<file path="src/verilog/acx_pkg.sv">
// shared constants and types of the analog channel exchange registers
package acx_pkg;

    // ======================================================
    // geometry
    localparam int NCHAN = 8;
    localparam int NCFG = 6;
    localparam int SYNC_STAGES = 3;

    // ======================================================
    // exchange word bit positions
    localparam int XB_STATUS = 0;
    localparam int XB_CMD = 1;
    localparam int XB_ADJUST = 2;
    localparam int XB_RECONF = 15;
    localparam logic [15:0] XW_RESET = 16'h0000;
    // module-level words never carry the adjust bit
    localparam logic [15:0] XW_MODULE_MASK = 16'h8003;

    // ======================================================
    // configuration word indices and fields
    localparam logic [2:0] CW_RANGE = 3'h0;
    localparam logic [2:0] CW_SCALE_MIN = 3'h1;
    localparam logic [2:0] CW_SCALE_MAX = 3'h2;
    localparam logic [2:0] CW_OVR_LOW = 3'h3;
    localparam logic [2:0] CW_OVR_HIGH = 3'h4;
    localparam logic [2:0] CW_TREAT = 3'h5;
    localparam logic [15:0] CW_RESET = 16'h0000;
    localparam logic [15:0] RANGE_MASK_INPUT = 16'h003F;
    localparam logic [15:0] RANGE_MASK_TEMP = 16'h017F;
    localparam logic [15:0] TREAT_MASK_INPUT = 16'h0387;
    localparam logic [15:0] TREAT_MASK_TEMP_LO = 16'h03FE;
    localparam logic [15:0] TREAT_MASK_TEMP_HI = 16'h03E6;
    localparam int RB_KIND = 7;
    localparam int RB_UNIT_F = 6;
    localparam int RB_REJ60 = 8;
    localparam int TB_FAST = 0;
    localparam int TB_ENABLE = 1;
    localparam int TB_SENSOR = 2;
    localparam int TB_CJ_EXT_LO = 3;
    localparam int TB_CJ_HI_LO = 4;
    localparam int TB_CJ_EXT_HI = 5;
    localparam int TB_CJ_RSV_HI = 6;
    localparam int TB_USER_SCALE = 7;
    localparam int TB_OVR_LOW = 8;
    localparam int TB_OVR_HIGH = 9;

    // ======================================================
    // read port word indices
    localparam logic [3:0] RW_PENDING = 4'h0;
    localparam logic [3:0] RW_REPORT = 4'h1;
    localparam logic [3:0] RW_CFG0 = 4'h2;
    localparam logic [3:0] RW_CFG_LAST = 4'h7;

    typedef enum logic [2:0] {
        ACX_K_STATUS_READ = 3'b000,
        ACX_K_CMD_WRITE = 3'b001,
        ACX_K_PARAM_WRITE = 3'b010,
        ACX_K_PARAM_READ = 3'b011,
        ACX_K_PARAM_SAVE = 3'b100,
        ACX_K_PARAM_RESTORE = 3'b101,
        ACX_K_RECONFIG = 3'b110
    } acx_kind_t;

    typedef struct packed {
        logic valid;
        acx_kind_t kind;
        logic [2:0] chan;
    } acx_req_t;

    typedef struct packed {
        logic valid;
        acx_kind_t kind;
        logic [2:0] chan;
        logic err;
    } acx_ack_t;

    typedef struct packed {
        logic enabled;
        logic fast;
        logic sensor_mon;
        logic user_scale;
        logic ovr_low_en;
        logic ovr_high_en;
        logic unit_f;
        logic rej60;
    } acx_mode_t;

    // exchange-word bit owning a request kind
    function automatic logic [3:0] acx_class_bit(acx_kind_t k);
        unique case (k)
            ACX_K_STATUS_READ: acx_class_bit = 4'(XB_STATUS);
            ACX_K_CMD_WRITE: acx_class_bit = 4'(XB_CMD);
            ACX_K_RECONFIG: acx_class_bit = 4'(XB_RECONF);
            default: acx_class_bit = 4'(XB_ADJUST);
        endcase
    endfunction

endpackage

</file>
<file path="src/verilog/acx_regs.sv">
// per-channel exchange bookkeeping and configuration words
//
// Summary of operation
// - pending bit 0 high while a status-word read is outstanding
// - pending bit 1 high while command parameters are transferred
// - pending bit 2 high during any adjust write, read, save or restore
// - pending bit 15 high while a channel reconfiguration runs
// - report bit 0 set when a status-word read failed
// - report bit 1 set when a command transfer was rejected
// - report bit 2 clear after good adjust exchange, set after failed one
// - report bit 15 set when a reconfiguration ended in error
// - parameter write sets its pending bit before the module reports
// - absent module: nothing forwarded, status pending stays 0, words live
// - module-level exchange words never show an adjust exchange
// - input range word: bits 0-5 range code, bit 7 always 0
// - configuration words 1-4: scale min, scale max, over-range low, high
// - input treatment: fast, enable, sensor, user scale, thresholds
// - temperature range: code, unit, bit 7 reads 1, 60 Hz rejection
// - temperature treatment bit 0 always 0; disable only in fast mode
// - channels 0-3 cold-junction: bit 3 external, bit 4 upper group
// - channels 4-7 cold-junction: bit 5 external, bit 6 not allowed
// - temperature treatment: sensor, user scale, over-range thresholds
`timescale 1ns/10ps

module acx_regs
    import acx_pkg::*;
(
    // clock and reset
    input wire logic MCLK,
    input wire logic RST,
    // module pins
    input wire logic MOD_PRESENT,
    input wire logic TEMP_MODULE,
    // processor requests
    input wire acx_pkg::acx_req_t REQ,
    output logic REQ_READY,
    // forward to module and its acknowledge
    output acx_pkg::acx_req_t FWD,
    input wire acx_pkg::acx_ack_t ACK,
    // configuration load
    input wire logic CFG_WR,
    input wire logic [2:0] CFG_CHAN,
    input wire logic [2:0] CFG_IDX,
    input wire logic [15:0] CFG_DATA,
    input wire logic CFG_APPLY,
    // word read port
    input wire logic RD_MODULE,
    input wire logic [2:0] RD_CHAN,
    input wire logic [3:0] RD_IDX,
    output logic [15:0] RD_DATA,
    // decoded channel modes
    output acx_pkg::acx_mode_t CHAN_MODE [NCHAN]
);
    import acx_pkg::*;

    // ======================================================
    // pin synchronisers
    logic [SYNC_STAGES-1:0] pres_sync_reg;
    logic [SYNC_STAGES-1:0] temp_sync_reg;
    logic present_reg;
    logic temp_reg;

    always_ff @(posedge MCLK or posedge RST)
    begin
        if (RST)
        begin
            pres_sync_reg <= '0;
            temp_sync_reg <= '0;
        end
        else
        begin
            pres_sync_reg <= {pres_sync_reg[1:0], MOD_PRESENT};
            temp_sync_reg <= {temp_sync_reg[1:0], TEMP_MODULE};
        end
    end

    // a change counts only once stages two and three agree
    always_ff @(posedge MCLK or posedge RST)
    begin
        if (RST)
        begin
            present_reg <= 1'b0;
            temp_reg <= 1'b0;
        end
        else
        begin
            if (pres_sync_reg[1] == pres_sync_reg[2])
                present_reg <= pres_sync_reg[2];
            if (temp_sync_reg[1] == temp_sync_reg[2])
                temp_reg <= temp_sync_reg[2];
        end
    end

    // ======================================================
    // request decode
    logic [15:0] pend_reg [NCHAN];
    logic [15:0] rpt_reg [NCHAN];
    logic [15:0] cfg_reg [NCHAN][NCFG];
    acx_ack_t ack_q_reg;
    logic [3:0] req_bit;
    logic req_take;
    logic req_busy;
    logic req_fwd;
    logic [3:0] ack_bit;
    logic [3:0] ackq_bit;
    logic cj_bad;
    logic cfg_take;
    logic cfg_fwd;

    // configuration apply owns the forward path in its cycle
    assign REQ_READY = ~CFG_APPLY;
    assign req_take = REQ.valid & REQ_READY & (REQ.kind != ACX_K_RECONFIG);
    assign req_bit = acx_class_bit(REQ.kind);
    assign req_busy = pend_reg[REQ.chan][req_bit];
    assign req_fwd = req_take & present_reg & ~req_busy;
    assign ack_bit = acx_class_bit(ACK.kind);
    assign ackq_bit = acx_class_bit(ack_q_reg.kind);

    // illegal cold-junction coding refuses the reconfiguration
    always_comb
    begin
        cj_bad = 1'b0;
        if (temp_reg)
        begin
            if (CFG_CHAN < 3'h4)
                cj_bad = cfg_reg[CFG_CHAN][CW_TREAT][TB_CJ_EXT_LO] &
                         cfg_reg[CFG_CHAN][CW_TREAT][TB_CJ_HI_LO];
            else
                cj_bad = cfg_reg[CFG_CHAN][CW_TREAT][TB_CJ_RSV_HI];
        end
    end

    assign cfg_take = CFG_APPLY & ~pend_reg[CFG_CHAN][XB_RECONF];
    assign cfg_fwd = cfg_take & present_reg & ~cj_bad;

    // ======================================================
    // forward to module
    always_ff @(posedge MCLK or posedge RST)
    begin
        if (RST)
            FWD <= '0;
        else if (cfg_fwd)
            FWD <= '{valid: 1'b1, kind: ACX_K_RECONFIG, chan: CFG_CHAN};
        else if (req_fwd)
            FWD <= '{valid: 1'b1, kind: REQ.kind, chan: REQ.chan};
        else
            FWD <= '{valid: 1'b0, kind: ACX_K_STATUS_READ, chan: 3'h0};
    end

    // acknowledge is held one cycle so the report lands first
    always_ff @(posedge MCLK or posedge RST)
    begin
        if (RST)
            ack_q_reg <= '0;
        else
            ack_q_reg <= ACK;
    end

    // ======================================================
    // exchange-in-progress words
    always_ff @(posedge MCLK or posedge RST)
    begin
        if (RST)
        begin
            for (int c = 0; c < NCHAN; c++)
                pend_reg[c] <= XW_RESET;
        end
        else
        begin
            if (ack_q_reg.valid)
                pend_reg[ack_q_reg.chan][ackq_bit] <= 1'b0;
            if (!present_reg)
            begin
                for (int c = 0; c < NCHAN; c++)
                    pend_reg[c][XB_STATUS] <= 1'b0;
            end
            // set wins over clear
            if (req_fwd)
                pend_reg[REQ.chan][req_bit] <= 1'b1;
            if (cfg_fwd)
                pend_reg[CFG_CHAN][XB_RECONF] <= 1'b1;
        end
    end

    // ======================================================
    // exchange report words
    always_ff @(posedge MCLK or posedge RST)
    begin
        if (RST)
        begin
            for (int c = 0; c < NCHAN; c++)
                rpt_reg[c] <= XW_RESET;
        end
        else
        begin
            if (ACK.valid && pend_reg[ACK.chan][ack_bit])
                rpt_reg[ACK.chan][ack_bit] <= ACK.err;
            // refused or unforwarded requests report a failure
            if (req_take && !req_fwd)
                rpt_reg[REQ.chan][req_bit] <= 1'b1;
            if (cfg_take && !cfg_fwd)
                rpt_reg[CFG_CHAN][XB_RECONF] <= 1'b1;
        end
    end

    // ======================================================
    // configuration words
    function automatic logic [15:0] cfg_clean(logic temp, logic [2:0] ch,
                                              logic [2:0] idx,
                                              logic [15:0] d);
        logic [15:0] r;
        r = d;
        if (idx == CW_RANGE)
        begin
            if (temp)
            begin
                r = d & RANGE_MASK_TEMP;
                r[RB_KIND] = 1'b1;
            end
            else
                r = d & RANGE_MASK_INPUT;
        end
        else if (idx == CW_TREAT)
        begin
            if (!temp)
                r = d & TREAT_MASK_INPUT;
            else if (ch < 3'h4)
                r = d & TREAT_MASK_TEMP_LO;
            else
                r = d & TREAT_MASK_TEMP_HI;
        end
        return r;
    endfunction

    always_ff @(posedge MCLK or posedge RST)
    begin
        if (RST)
        begin
            for (int c = 0; c < NCHAN; c++)
                for (int w = 0; w < NCFG; w++)
                    cfg_reg[c][w] <= CW_RESET;
        end
        else if (CFG_WR && (CFG_IDX <= CW_TREAT))
            cfg_reg[CFG_CHAN][CFG_IDX] <=
                cfg_clean(temp_reg, CFG_CHAN, CFG_IDX, CFG_DATA);
    end

    // ======================================================
    // decoded channel modes
    always_ff @(posedge MCLK or posedge RST)
    begin
        if (RST)
        begin
            for (int c = 0; c < NCHAN; c++)
                CHAN_MODE[c] <= '0;
        end
        else
        begin
            for (int c = 0; c < NCHAN; c++)
            begin
                // temperature channels can only be disabled in fast mode
                CHAN_MODE[c].enabled <= cfg_reg[c][CW_TREAT][TB_ENABLE] |
                    (temp_reg & ~cfg_reg[c][CW_TREAT][TB_FAST]);
                CHAN_MODE[c].fast <= cfg_reg[c][CW_TREAT][TB_FAST];
                CHAN_MODE[c].sensor_mon <= cfg_reg[c][CW_TREAT][TB_SENSOR];
                CHAN_MODE[c].user_scale <=
                    cfg_reg[c][CW_TREAT][TB_USER_SCALE];
                CHAN_MODE[c].ovr_low_en <= cfg_reg[c][CW_TREAT][TB_OVR_LOW];
                CHAN_MODE[c].ovr_high_en <= cfg_reg[c][CW_TREAT][TB_OVR_HIGH];
                CHAN_MODE[c].unit_f <=
                    temp_reg & cfg_reg[c][CW_RANGE][RB_UNIT_F];
                CHAN_MODE[c].rej60 <=
                    temp_reg & cfg_reg[c][CW_RANGE][RB_REJ60];
            end
        end
    end

    // ======================================================
    // word read port, one cycle latency
    logic [15:0] mod_pend;
    logic [15:0] mod_rpt;

    always_comb
    begin
        mod_pend = '0;
        mod_rpt = '0;
        for (int c = 0; c < NCHAN; c++)
        begin
            mod_pend = mod_pend | pend_reg[c];
            mod_rpt = mod_rpt | rpt_reg[c];
        end
        mod_pend = mod_pend & XW_MODULE_MASK;
        mod_rpt = mod_rpt & XW_MODULE_MASK;
    end

    always_ff @(posedge MCLK or posedge RST)
    begin
        if (RST)
            RD_DATA <= '0;
        else if (RD_IDX == RW_PENDING)
            RD_DATA <= RD_MODULE ? mod_pend : pend_reg[RD_CHAN];
        else if (RD_IDX == RW_REPORT)
            RD_DATA <= RD_MODULE ? mod_rpt : rpt_reg[RD_CHAN];
        else if (!RD_MODULE && RD_IDX <= RW_CFG_LAST)
            RD_DATA <= cfg_reg[RD_CHAN][3'(RD_IDX - RW_CFG0)];
        else
            RD_DATA <= '0;
    end
endmodule

</file>
<file path="config.mk">
export PLATFORM = sky130hd
export DESIGN_NAME = acx_regs
export DESIGN_NICKNAME = d
export VERILOG_FILES = /design/src/verilog/acx_pkg.sv /design/src/verilog/acx_regs.sv
export SDC_FILE = /design/constraint.sdc
export NUM_CORES = 2
export LEC_CHECK = 0
export ABC_AREA = 0
export BUFFER_PORTS_ARGS = -buffer_cell sky130_fd_sc_hd__clkbuf_2
export CAP_MARGIN = 20
export CORE_ASPECT_RATIO = 0.7
export CORE_MARGIN = 3
export CORE_UTILIZATION = 35
export CTS_CLUSTER_DIAMETER = 40
export DETAILED_ROUTE_END_ITERATION = 10
export SLEW_MARGIN = 15
export SYNTH_ARGS = -nofsm -noshare
export SYNTH_HDL_FRONTEND = slang
export SYNTH_SLANG_ARGS = --single-unit
</file>
<file path="constraint.sdc">
create_clock -name MCLK -period 89.5 [get_ports MCLK]
set_clock_uncertainty 0.2 [all_clocks]
set_input_delay 8.95 -clock MCLK [delete_from_list [all_inputs] [get_ports MCLK]]
set_output_delay 8.95 -clock MCLK [all_outputs]
set_load 0.03 [all_outputs]
</file>
# Word-level counts from Yosys, hierarchy flattened
# Index checks and enable logic that the tools add are counted.
# classes
n_addsub	1
magnitude_cmp	21
n_eq_ne	11
muxes	80
n_bitwise	79
reduce_logical	21
# op_table
op	count
$bwmux W768	1
$mux W128	6
$bmux W96 S3	2
$or A128 B128 Y128	4
$mux W16	25
$bmux W16 S3	6
$demux W96 S3	1
$mux W96	3
$demux W16 S3	5
$or A16 B16 Y16	14
$and A128 B128 Y128	1
$bwmux W128	1
$not A128 Y128	1
$pmux W4 S3	3
$mux W7	5
$and A1 B1 Y1	32
$ge A4 B4 Y1 const B	7
$not A3 Y4	7
$lt A4 B1 Y1 const B	5
$lt A4 B5 Y1 const B	3
$mux W1	15
$logic_and A1 B1 Y1	13
$demux W1 S4	3
$eq A3 B3 Y1 const B	4
17 further kinds	46
# totals
regBits	1126
in_bits	51
output_inout_bits	88
elab_cells	352

# Logic depth before layout (Yosys ltp)
# depth
word_depth	16
depth_mapped	10
depth_no_buf	5

# Worst setup path after synthesis
# No wires, ideal clock.
# synth_timing
kind	input port to output port
startpoint	input port CFG_APPLY
endpoint	output port REQ_READY
arrival_ns	9.188
required_ns	80.350
slack_ns	71.162
path_stages	1
n_path_buf	0
cell_sequence	inv_1
# synth_between
elab_chain_cells	1
# synth_lines
element	line	source
from (decl)	acx_regs.sv:45	input wire logic CFG_APPLY,
$not A1 Y1	acx_regs.sv:111	assign REQ_READY = ~CFG_APPLY;
to (decl)	acx_regs.sv:36	output logic REQ_READY,
# No other way between the ends.

# Worst setup path in the final report
# Ends and elaborated chain as after synthesis.

==> flow_summary.yaml <==
sta:
  setup_violations: 0
  tightest_slew_ps: 1259
  drv_slew: 0
  fmax_mhz: 53.77
  fin_setup_tns_ps: 0
  min_period_over_period_pct: 20.78
  setup_ws_ps: 70900
  relSlewSlack_pct: 15.88
  final_hold_viol_count: 0
  period_minus_slack_ps: 18600
  rsz0062_at_grt: "no"
pwr:
  leakage_nw: 21.89
  p_per_area_nw_per_um2: 22.88
  vdd.ir_drop.worst_mv: 0.01648
  finalPower_mw: 1.110
die:
  die-area_um2: 127200
  die_h_um: 299.3
  core-area_um2: 120700
  fp-row-count: 106
  die_w_um: 425.0
  ioPinCount: 139
  initial_core_util_pct: 35.64
global_routing:
  grt_pass1_wl_um: 182200
  antenna_found_initial: 11
  grt_max_degree: 180
  grt_util_all_layers_pct: 18.89
  first_global_vias: 27750
  grt-ovfl-total: 0
critical_path:
  cp-end-kind: "output pin"
  worstSetupStartpointType: "input pin"
  crit_path_max_fanout: 5
  crit_slowest_cell: "clkbuf_2"
  regToRegSetupSlack_ps: 86420
  critPathBufInv: 3
  path_delay_family: "buffers and inverters"
  max_stage_delay_ps: 240
  worstPathCellList: "clkbuf_2 -> inv_1 -> clkbuf_2"
  required_ps: 80350
  worstSetupPathType: "in2out"
  crit_top_cell: "clkbuf_2"
  critical_path_arrival_ps: 9450
drt:
  postRouteAntennaNets: 0
  wl_per_cell_um: 22.66
  first_pass_iters: 5
  drt-initial-drc-count: 2409
  via_per_inst: 5.283
  wl_um: 119100
  vias: 27770
  drc: 0
synth:
  syn_area_per_cell_um2: 11.93
  synthArstFlopShare_pct: 100.0
  synthesis.area_um2: 43010
  seq_area_frac_synth_pct: 58.06
  synth_warnings: 0
  ys_types: 65
  syn_nets: 3658
  synth_flop_cell: "dfrtp_1"
  synth-edff-count: 0
  synth-seq-cells: 998
  syn_inst: 3607
cts:
  clockBufferDepth: 3
  insertion_delay_ps: 680
  cts_root_buf: "clkbuf_16"
  cts.clk_slew.worst_paths_ps: 60
  cts_hold_buf: 0
  post_cts_buffers: 0
  cts_max_level: 3
  clock_sinks: 998
  ctsResizeCount: 0
  cts_buffers: 104
  cts_tree: "yes"
placement:
  gp_congestion: 0.8955
  portBuffers: 138
  dp_hpwl_um: 74310
  placed_cell_area_um2: 44690
  place_ws_ps: 70920
final_layout:
  finalInstanceArea_um2: 48530
  final_common_cell: "dfrtp_1"
  final_net_count: 3600
  largest_reg_flops: 768
  synthToLayoutAreaGrowth_pct: 12.83
  fillCellCount: 11400
  drive_gt1_share_pct: 21.01
  most-common-layout-cells: "dfrtp_1, nand2_1, o21ai_0, mux4_2, and2_1"
outcome:
  outcome: "completed"
hold_path:
  holdCritPathClass: "reg2reg"
flow_run:
  cap_viol_max_count: 0
-- synth_stat cells (all sizes together), types with 15 or more instances --
cell,instances,share of area [%]
mux2,100,2.6
nor2b,15,0.22
mux4,252,13
nor2,26,0.23
and2,137,2.0
nand2,735,6.4
o22ai,15,0.22
nor3,17,0.20
dfrtp,998,58
buf,76,1.2
o21ai,619,7.2
o31ai,20,0.40
mux2i,78,1.8
inv,26,0.23
clkbuf,289,2.5
nand3,34,0.40
-- power by group --
| part | switching [mW] | internal [mW] |
|---|---|---|
| clock | 0.188 | 0.271 |
| sequential | 0.0280 | 0.498 |
| combinational | 0.0723 | 0.0526 |
-- metrics by stage --
stage / utilization (%) / hold slack [ps] / std cells
after floorplan: - / 131.2 / 3607
after global placement: 37.00 / 134.5 / 5049
after detailed placement: 37.03 / 141.1 / 5051
after CTS: 40.05 / 156.0 / 5239
after global routing: 40.21 / 167.9 / 5254
final: 40.21 / 152.0 / 5256
-- path summary, 6_finish.rpt --
check                                                start                         end  depth (start not counted)
worst min-delay path            temp_sync_reg[0]$_DFF_PP0_  temp_sync_reg[1]$_DFF_PP0_                          0
max in group asynchronous                              RST     cfg_reg[86]$_DFFE_PP0P_                          5
worst min register to register  temp_sync_reg[0]$_DFF_PP0_  temp_sync_reg[1]$_DFF_PP0_                          0
min in group asynchronous                              RST      pend_reg[80]$_DFF_PP0_                          2
worst max register to register     present_reg$_DFFE_PP0N_       rpt_reg[50]$_DFF_PP0_                          5
worst max-delay path                             CFG_APPLY                   REQ_READY                          3
-- worst register-to-register path, cell delays in order, from the launching register on --
cell	delay [ps]
dfrtp_1	760
nand3b_1	310
a2111oi_2	400
and3_1	590
a31o_4	470
o41ai_1	180
-- kinds of logic (layout without fill, tap and decap cells) --
| logic type | count (synthesis) | in the layout | share of synthesized area, % |
|---|---|---|---|
| AO/OA/AOI/OAI | 738 | 738 | 9.515 |
| XOR/XNOR | 1 | 1 | 0.02037 |
| adder cells (fa/ha/maj) | 2 | 2 | 0.04654 |
| buffers and inverters | 391 | 415 | 3.915 |
| flip-flops | 998 | 998 | 58.06 |
| multiplexers | 430 | 430 | 17.63 |
| other | 0 | 5 | 0 |
| AND/OR/NAND/NOR | 1047 | 1047 | 10.82 |
-- layer usage --
metal / up-vias / wire length (µm) / track usage (%) / part of all wire, %
met5: - / 42 / 0 / 0.035
met4: 6 / 3292 / 6.147 / 2.8
met3: 180 / 10060 / 5.526 / 8.5
met2: 878 / 49620 / 26.12 / 42
met1: 14200 / 56070 / 28.25 / 47
li1: 12510 / - / - / -
-- area by class of cell --
class                      instances  area, µm²  share of cell area (%)
sequential                       998      24970                   51.46
timing repair buffer             201       1329                   2.738
tap                             1620       2027                   4.177
clock buffer                     135       2943                   6.064
antenna                            5      12.51                 0.02578
clock inverter                    53      703.2                   1.449
multi-input combinational       2218      16440                   33.87
inverter                          26      107.6                  0.2217
Power figures use the tool's default switching activity.
